### src/core/bus_status_defines.svh
// Constants for the bus cycle status encoder and its bus controller
// Function
// - Two low-active status outputs mark cycle start
// - Cycle-start state while either status is low
// - Status outputs float during hold acknowledge
// - All four low encodes interrupt acknowledge
// - Single-low status with both selects low reserved
// - Both status high means no cycle start
// - Halt when address bit one high, else shutdown
// - Memory/io select high memory/halt, low io/intack
// - Code select separates fetch/data and intack/io
`ifndef BUS_STATUS_DEFINES_SVH
`define BUS_STATUS_DEFINES_SVH
// Status code layout: {codeIntack, memIo, statusHiN, statusLoN}
`define CS_WIDTH 4
`define CS_COD_BIT 3
`define CS_MIO_BIT 2
`define CS_HI_BIT 1
`define CS_LO_BIT 0
// Legal cycle codes, then the idle code
`define CS_INTACK 4'h0
`define CS_HALT_SHUT 4'h4
`define CS_MEM_READ 4'h5
`define CS_MEM_WRITE 4'h6
`define CS_IO_READ 4'h9
`define CS_IO_WRITE 4'hA
`define CS_CODE_READ 4'hD
`define CS_IDLE 4'hF
// Both status bits high: no cycle start
`define CS_NO_START 2'h3
// Address bit one value that marks a halt
`define HALT_A1 1'h1
// Level of a released (floating) pin, pulled up
`define PIN_RELEASED 1'h1
`endif

### src/core/bus_status_pkg.sv
// Types and code helpers shared by both ends of the status bus
package bus_status_pkg;
`include "bus_status_defines.svh"

    typedef enum logic [3:0] {
        KIND_NONE,
        KIND_INTACK,
        KIND_HALT_SHUT,
        KIND_MEM_READ,
        KIND_MEM_WRITE,
        KIND_IO_READ,
        KIND_IO_WRITE,
        KIND_CODE_READ,
        KIND_RESERVED
    } cycle_kind_t;

    // Kind to pin code; illegal kinds give the idle code
    function automatic logic [`CS_WIDTH-1:0] encode_kind(input cycle_kind_t kind);
        case (kind)
            KIND_INTACK: encode_kind = `CS_INTACK;
            KIND_HALT_SHUT: encode_kind = `CS_HALT_SHUT;
            KIND_MEM_READ: encode_kind = `CS_MEM_READ;
            KIND_MEM_WRITE: encode_kind = `CS_MEM_WRITE;
            KIND_IO_READ: encode_kind = `CS_IO_READ;
            KIND_IO_WRITE: encode_kind = `CS_IO_WRITE;
            KIND_CODE_READ: encode_kind = `CS_CODE_READ;
            default: encode_kind = `CS_IDLE;
        endcase
    endfunction : encode_kind

    // Pin code to kind
    function automatic cycle_kind_t decode_code(input logic [`CS_WIDTH-1:0] code);
        case (code)
            `CS_INTACK: decode_code = KIND_INTACK;
            `CS_HALT_SHUT: decode_code = KIND_HALT_SHUT;
            `CS_MEM_READ: decode_code = KIND_MEM_READ;
            `CS_MEM_WRITE: decode_code = KIND_MEM_WRITE;
            `CS_IO_READ: decode_code = KIND_IO_READ;
            `CS_IO_WRITE: decode_code = KIND_IO_WRITE;
            `CS_CODE_READ: decode_code = KIND_CODE_READ;
            default: begin
                if (code[`CS_HI_BIT:`CS_LO_BIT] == `CS_NO_START) begin
                    decode_code = KIND_NONE;
                end else begin
                    decode_code = KIND_RESERVED;
                end
            end
        endcase
    endfunction : decode_code

endpackage : bus_status_pkg

### src/core/bus_status_if.sv
// Status pins between the cycle status encoder and the bus controller
`timescale 1ns/1ps
interface bus_status_if;
    // Driven values and enables from the encoder
    logic statusHiOut;
    logic statusLoOut;
    logic memIoOut;
    logic codeIntackOut;
    logic addrOneOut;
    logic statusOe;
    logic selectOe;
    // Resolved wire levels; released pins pull high
    logic cycleStatusHiN;
    logic cycleStatusLoN;
    logic memIoSelect;
    logic codeIntackSelect;
    logic addressBitOne;

    // Wire resolution from the enables
    assign cycleStatusHiN = statusOe ? statusHiOut : 1'b1;
    assign cycleStatusLoN = statusOe ? statusLoOut : 1'b1;
    assign memIoSelect = selectOe ? memIoOut : 1'b1;
    assign codeIntackSelect = selectOe ? codeIntackOut : 1'b1;
    assign addressBitOne = selectOe ? addrOneOut : 1'b1;

    modport device_end (
        output statusHiOut,
        output statusLoOut,
        output memIoOut,
        output codeIntackOut,
        output addrOneOut,
        output statusOe,
        output selectOe
    );

    modport ctrl_end (
        input cycleStatusHiN,
        input cycleStatusLoN,
        input memIoSelect,
        input codeIntackSelect,
        input addressBitOne
    );
endinterface : bus_status_if

### src/core/cycle_status_encoder.sv
// Device end: drives cycle status and selects at each cycle start
`timescale 1ns/1ps
`include "bus_status_defines.svh"
module cycle_status_encoder (
    // Clock and reset
    input wire logic core_clk,
    input wire logic nrst,
    // Status bus
    bus_status_if.device_end bus,
    // Cycle request from the core
    input wire logic cycleReq,
    input wire bus_status_pkg::cycle_kind_t cycleKind,
    input wire logic haltSelect,
    input wire logic cycleEnd,
    // Bus hold acknowledge
    input wire logic holdAck,
    // Request answer
    output logic reqReady,
    output logic reqRefused,
    // Cycle progress
    output logic cycleStartState,
    output logic cycleActive
);
    import bus_status_pkg::*;

    ////////////////////////////////////////////////////////////////
    // State and registers

    typedef enum logic [1:0] {
        ST_IDLE,
        ST_START,
        ST_ACTIVE
    } enc_state_t;

    // Cycle state
    enc_state_t state_q;
    enc_state_t state_d;
    // Pin values and their next values
    logic statusHi_q;
    logic statusHi_d;
    logic statusLo_q;
    logic statusLo_d;
    logic memIo_q;
    logic memIo_d;
    logic codeIntack_q;
    logic codeIntack_d;
    logic addrOne_q;
    logic addrOne_d;
    // Shared pin enable
    logic oe_q;
    logic oe_d;
    // Refusal pulse
    logic refused_q;
    logic refused_d;
    // Request decode
    logic [`CS_WIDTH-1:0] reqCode;
    logic reqLegal;
    logic idleReq;
    logic addrOneTake;
    logic take;

    ////////////////////////////////////////////////////////////////
    // Request decode

    // Code for the requested kind
    always_comb begin
        reqCode = encode_kind(cycleKind);
    end

    // True when a code pulls either status pin low; both high starts nothing
    function automatic logic has_start(input logic [`CS_WIDTH-1:0] code);
        has_start = (code[`CS_HI_BIT:`CS_LO_BIT] != `CS_NO_START);
    endfunction : has_start

    // Only kinds with a start code are legal, so reserved codes never leave
    always_comb begin
        reqLegal = has_start(reqCode);
    end

    // Ready only when idle and bus not held
    assign reqReady = (state_q == ST_IDLE) && !holdAck;

    // Request taken this edge
    assign take = cycleReq && reqReady && reqLegal;

    // Idle request, taken or not
    assign idleReq = cycleReq && (state_q == ST_IDLE);

    // Address bit one for a halt/shutdown take; other kinds keep the last value
    always_comb begin
        addrOneTake = addrOne_q;
        if (cycleKind == KIND_HALT_SHUT) begin
            addrOneTake = haltSelect ? `HALT_A1 : ~`HALT_A1;
        end
    end

    ////////////////////////////////////////////////////////////////
    // Cycle state machine

    // Next state
    always_comb begin
        state_d = state_q;
        case (state_q)
            ST_IDLE: begin
                if (take) begin
                    state_d = ST_START;
                end
            end
            ST_START: begin
                state_d = ST_ACTIVE;
            end
            ST_ACTIVE: begin
                if (cycleEnd) begin
                    state_d = ST_IDLE;
                end
            end
            default: begin
                state_d = ST_IDLE;
            end
        endcase
    end

    // State register
    always_ff @(posedge core_clk or negedge nrst) begin
        if (!nrst) begin
            state_q <= ST_IDLE;
        end else begin
            state_q <= state_d;
        end
    end

    ////////////////////////////////////////////////////////////////
    // Pin values

    // Next pin values; status idles high between start clocks
    always_comb begin
        statusHi_d = `PIN_RELEASED;
        statusLo_d = `PIN_RELEASED;
        memIo_d = memIo_q;
        codeIntack_d = codeIntack_q;
        addrOne_d = addrOne_q;
        if (take) begin
            // Status low for exactly the start clock
            statusHi_d = reqCode[`CS_HI_BIT];
            statusLo_d = reqCode[`CS_LO_BIT];
            memIo_d = reqCode[`CS_MIO_BIT];
            codeIntack_d = reqCode[`CS_COD_BIT];
            addrOne_d = addrOneTake;
        end
    end

    // Pin registers; status idles high after reset
    always_ff @(posedge core_clk or negedge nrst) begin
        if (!nrst) begin
            statusHi_q <= `PIN_RELEASED;
            statusLo_q <= `PIN_RELEASED;
            memIo_q <= `PIN_RELEASED;
            codeIntack_q <= `PIN_RELEASED;
            addrOne_q <= `PIN_RELEASED;
        end else begin
            statusHi_q <= statusHi_d;
            statusLo_q <= statusLo_d;
            memIo_q <= memIo_d;
            codeIntack_q <= codeIntack_d;
            addrOne_q <= addrOne_d;
        end
    end

    ////////////////////////////////////////////////////////////////
    // Pin enable

    // Pins float from the edge after hold is acknowledged; a hold raised
    // in the start clock leaves a clean status, as the values idle high
    always_comb begin
        oe_d = !holdAck;
    end

    // Enable register; pins float through reset
    always_ff @(posedge core_clk or negedge nrst) begin
        if (!nrst) begin
            oe_q <= 1'h0;
        end else begin
            oe_q <= oe_d;
        end
    end

    ////////////////////////////////////////////////////////////////
    // Refusal

    // One pulse per idle request that is not taken
    always_comb begin
        refused_d = idleReq && !take;
    end

    // Refusal register
    always_ff @(posedge core_clk or negedge nrst) begin
        if (!nrst) begin
            refused_q <= 1'h0;
        end else begin
            refused_q <= refused_d;
        end
    end

    ////////////////////////////////////////////////////////////////
    // Outputs

    // Pins float whole while hold is acknowledged
    assign bus.statusHiOut = statusHi_q;
    assign bus.statusLoOut = statusLo_q;
    assign bus.memIoOut = memIo_q;
    assign bus.codeIntackOut = codeIntack_q;
    assign bus.addrOneOut = addrOne_q;
    assign bus.statusOe = oe_q;
    assign bus.selectOe = oe_q;

    // Progress flags
    assign cycleStartState = (state_q == ST_START);
    assign cycleActive = (state_q != ST_IDLE);
    assign reqRefused = refused_q;

endmodule : cycle_status_encoder

### src/flat_wrapper.sv
// flat-port wrapper written by rule: the top's interface ports become plain ports
module cycle_status_encoder_flat import bus_status_pkg::*;
  (core_clk, nrst, cycleReq, cycleKind, haltSelect, cycleEnd, holdAck, reqReady, reqRefused, cycleStartState, cycleActive, bus_statusHiOut, bus_statusLoOut, bus_memIoOut, bus_codeIntackOut, bus_addrOneOut, bus_statusOe, bus_selectOe);
  bus_status_if bus_i ();
  input wire logic core_clk;
  input wire logic nrst;
  input wire logic cycleReq;
  input wire bus_status_pkg::cycle_kind_t cycleKind;
  input wire logic haltSelect;
  input wire logic cycleEnd;
  input wire logic holdAck;
  output logic reqReady;
  output logic reqRefused;
  output logic cycleStartState;
  output logic cycleActive;
  output wire logic [$bits(bus_i.statusHiOut)-1:0] bus_statusHiOut;
  output wire logic [$bits(bus_i.statusLoOut)-1:0] bus_statusLoOut;
  output wire logic [$bits(bus_i.memIoOut)-1:0] bus_memIoOut;
  output wire logic [$bits(bus_i.codeIntackOut)-1:0] bus_codeIntackOut;
  output wire logic [$bits(bus_i.addrOneOut)-1:0] bus_addrOneOut;
  output wire logic [$bits(bus_i.statusOe)-1:0] bus_statusOe;
  output wire logic [$bits(bus_i.selectOe)-1:0] bus_selectOe;
  assign bus_statusHiOut = bus_i.statusHiOut;
  assign bus_statusLoOut = bus_i.statusLoOut;
  assign bus_memIoOut = bus_i.memIoOut;
  assign bus_codeIntackOut = bus_i.codeIntackOut;
  assign bus_addrOneOut = bus_i.addrOneOut;
  assign bus_statusOe = bus_i.statusOe;
  assign bus_selectOe = bus_i.selectOe;
  cycle_status_encoder u_core (.core_clk(core_clk), .nrst(nrst), .bus(bus_i), .cycleReq(cycleReq), .cycleKind(cycleKind), .haltSelect(haltSelect), .cycleEnd(cycleEnd), .holdAck(holdAck), .reqReady(reqReady), .reqRefused(reqRefused), .cycleStartState(cycleStartState), .cycleActive(cycleActive));
endmodule
### config.mk
export PLATFORM = sky130hd
export DESIGN_NAME = cycle_status_encoder_flat
export DESIGN_NICKNAME = d
export VERILOG_FILES = /design/src/core/bus_status_pkg.sv /design/src/core/bus_status_if.sv /design/src/core/cycle_status_encoder.sv /design/src/flat_wrapper.sv
export VERILOG_INCLUDE_DIRS = /design/src /design/src/core
export SDC_FILE = /design/constraint.sdc
export NUM_CORES = 1
export LEC_CHECK = 0
export BUFFER_PORTS_ARGS = -buffer_cell sky130_fd_sc_hd__buf_2
export CORE_ASPECT_RATIO = 0.9
export CORE_MARGIN = 1
export CORE_UTILIZATION = 30
export CTS_BUF_LIST = sky130_fd_sc_hd__clkbuf_4
export DETAILED_ROUTE_END_ITERATION = 10
export GPL_ROUTABILITY_DRIVEN = 0
export PLACE_DENSITY = 0.64
export SLEW_MARGIN = 20
export SYNTH_ARGS = -nofsm -noshare
export SYNTH_HDL_FRONTEND = slang
export SYNTH_SLANG_ARGS = --single-unit
### constraint.sdc
create_clock -name core_clk -period 3.25 [get_ports core_clk]
set_input_delay 0.325 -clock core_clk [delete_from_list [all_inputs] [get_ports core_clk]]
set_output_delay 0.325 -clock core_clk [all_outputs]
set_load 0.01 [all_outputs]
==> metrics.md <==
| Metric | Value |
|---|---|
| Outcome | completed |
| DPL Wire Length | 670 µm |
| RSZ-0062 raised after global routing | false |
| Sw Share | 0.253 |
| Fin Clk Skew | 0.000322 ns |
| Largest vdd supply drop | 0.267 mV |
| Register area share after synthesis | 0.520 |
| GRT Util Overall | 0.116 |
| Final WL | 834 µm |
| Cell row count | 12 |
| Max Transition Viols Final | 0 |
| Clock Tree Buf Depth | 2 |
| CTS clk-pin slew, worst paths | 0.05 ns |
| CTS tree | built |
| Area Growth Syn to Fin | 31.2% |
| Min-Delay Path Depth | 2 |
| Global-route wire length before repair | 1290 µm |
| Pre-CTS setup slack | 1.52 ns |
| Antenna diodes | 0 |
| Die width | 42.6 µm |
| Fmax | 598 MHz |
| Final Cycle Share | 0.515 |
| Core ar. | 1310 µm² |
| Die ar. | 1640 µm² |
| PD cells | 497 nW/µm² |
| Post-route ant nets | 0 |
| Syn_nets | 48 |
| Final-layout fill cell count | 133 |
| Startpoint types | flip-flop |
| Avg WL per Cell | 11.1 µm |
| Pre-antenna DRT Iters | 2 |
| IO Count | 21 |
| Critical path class | flip-flop to flip-flop |
| Sequential Power Share | 0.476 |
| Synth warn | 0 |
| Most frequent cells in the layout | buf_2, dfstp_2, clkbuf_4, dfrtp_1 |
| Final hold vios | 0 |
| Syn Inst Count | 38 |
| Worst setup margin | 1.58 ns |
| Multi-input logic area | 184 µm² |
| Hold path start | haltSelect |
| Fin nets | 72 |
| Die height | 38.6 µm |
| Vias after detailed routing | 357 |
| DRT iter0 DRCs | 5 |
| Post-route minimum period | 1.67 ns |
| Sequential cell area | 231 µm² |
| Initial core utilization | 0.341 |
| Measured slew at the worst slew-check pin | 0.342 ns |
| CP Data Arrival Time | 1.85 ns |
| Commonest non-fill, non-tap cell in the layout | buf_2 |
| Post-synthesis area per instance | 11.7 µm² |
| Clock sinks | 9 |
| CTS buffer count | 3 |
| Total of max-cap violations | 0 |
| R2R cell count | 3 |
| Req. time, crit path | 3.43 ns |
| Largest net degree at the start of global routing | 10 |
| Setup crit start | u_core.state_q[0] |
| RR Startpoint | u_core.state_q[0] |
| Fin Setup TNS | 0 ns |
| Htree depth | 1 |
| Clock root cell | clkbuf_4 |
| Mapped cell area | 445 µm² |
| Crit path max fanout | 6 |
| Skew-Pair Late Insertion Delay | 0.25 ns |
| Port Buffers | 20 |
| Initial antenna violation count | 0 |
| Net Switching | 0.0736 mW |
| Cell variety after synth | 22 |
| Vias in the first global route | 294 |
| Number of synthesized register bits | 9 |
| HP Class | primary input to flip-flop |
| Crit path capture type | flip-flop |
| P_leak | 0.279 nW |
| GR Overflow Total | 0 |
| Pint | 0.217 mW |
| CTS resizes | 0 |
| Clock power share | 0.311 |
| Vias/cell | 4.76 |
| Setup Viol. Count Final | 0 |
| Fraction of layout cells with a size suffix above 1 | 0.590 |
| DRC viols | 0 |
| Normalized max-slew margin | 0.770 |
| Combinational share of power | 0.213 |
metal layers:
metal,vias to the layer above,share of wire,GRT usage
li1,182,-,-
met1,163,0.44,0.127
met2,10,0.49,0.173
met3,2,0.059,0.0849
met4,0,0.0084,0.0469
met5,-,0,0
power groups by stage:
stage               combinational [mW]  sequential [mW]  clock, mW
CTS                             0.0632            0.138     0.0953
detailed placement              0.0619            0.140          0
global route                    0.0673            0.140      0.105
global placement                0.0612            0.140          0
floorplan                       0.0298            0.146          0
finish                          0.0618            0.138     0.0905
synthesized netlist by cell type:
master / count / area (µm²)
dfstp_2: 5 / 131
dfrtp_1: 4 / 100
inv_1: 3 / 11.3
o21ai_0: 3 / 15.0
nor2_1: 2 / 7.51
nor2b_1: 2 / 12.5
nor3_1: 2 / 10.0
nor3b_1: 2 / 15.0
or2_2: 2 / 12.5
a2111oi_2: 1 / 15.0
buf_4: 1 / 7.51
buf_6: 1 / 11.3
mux2_1: 1 / 11.3
nand2_1: 1 / 3.75
nand2b_4: 1 / 13.8
nand3b_1: 1 / 7.51
nor3_2: 1 / 10.0
nor4_1: 1 / 6.26
nor4b_1: 1 / 8.76
nor4b_2: 1 / 15.0
o22ai_1: 1 / 6.26
or4b_4: 1 / 13.8
cell type report:
cell class / count / area share
Sequential cell: 9 / 0.396
Multi-Input combinational cell: 24 / 0.315
Timing Repair Buffer: 21 / 0.188
Clock buffer: 4 / 0.0514
Tap cell: 14 / 0.0300
Inverter: 3 / 0.0193
flip-flops by register name, indices dropped and copies added (netlist names):
register / count
u_core.bus.addrOneOut: 1
u_core.bus.codeIntackOut: 1
u_core.bus.memIoOut: 1
u_core.bus.selectOe: 1
u_core.bus.statusHiOut: 1
u_core.bus.statusLoOut: 1
u_core.reqRefused: 1
u_core.state_q: 2
logic make-up (layout without fill, tap and decap cells):
family,Yosys count,after routing,synth area share
AO/OA/AOI/OAI,5,5,0.0814
buffers and inverters,5,28,0.0674
flip-flops,9,9,0.520
multiplexers,1,1,0.0253
AND/OR/NAND/NOR,18,18,0.306
timing repair:
item                                   4_1_cts  5_1_grt
endpoints found under the hold margin        4        0
hold buffers                                 1        0
buffers inserted                             0        0
critical path, stage by stage, from the launching register on:
cell and delay [ns]:
dfrtp_1 0.40, or4b_4 0.57, nor4b_2 0.28, mux2_1 0.35
stage by stage:
stage                     utilization  hold WS [ns]  std cells  total power [mW]  area (µm²)
after floorplan                     -        0.0294         38             0.176         445
after global routing            0.447         0.292         75             0.312         584
after global placement          0.417         0.183         70             0.201         544
final                           0.447         0.305         75             0.291         584
after CTS                       0.447         0.309         75             0.297         584
after detailed placement        0.417         0.185         70             0.202         544
final timing paths:
check                                            to  slack (ns)
min in group asynchronous       u_core.bus.selectOe        0.45
setup / recovery              u_core.bus.addrOneOut        1.58
setup reg to reg              u_core.bus.addrOneOut        1.58
hold reg to reg            u_core.bus.codeIntackOut        0.48
max in group asynchronous     u_core.bus.addrOneOut        2.55
hold / removal                u_core.bus.addrOneOut        0.30
(Power assumes the default switching activity.)
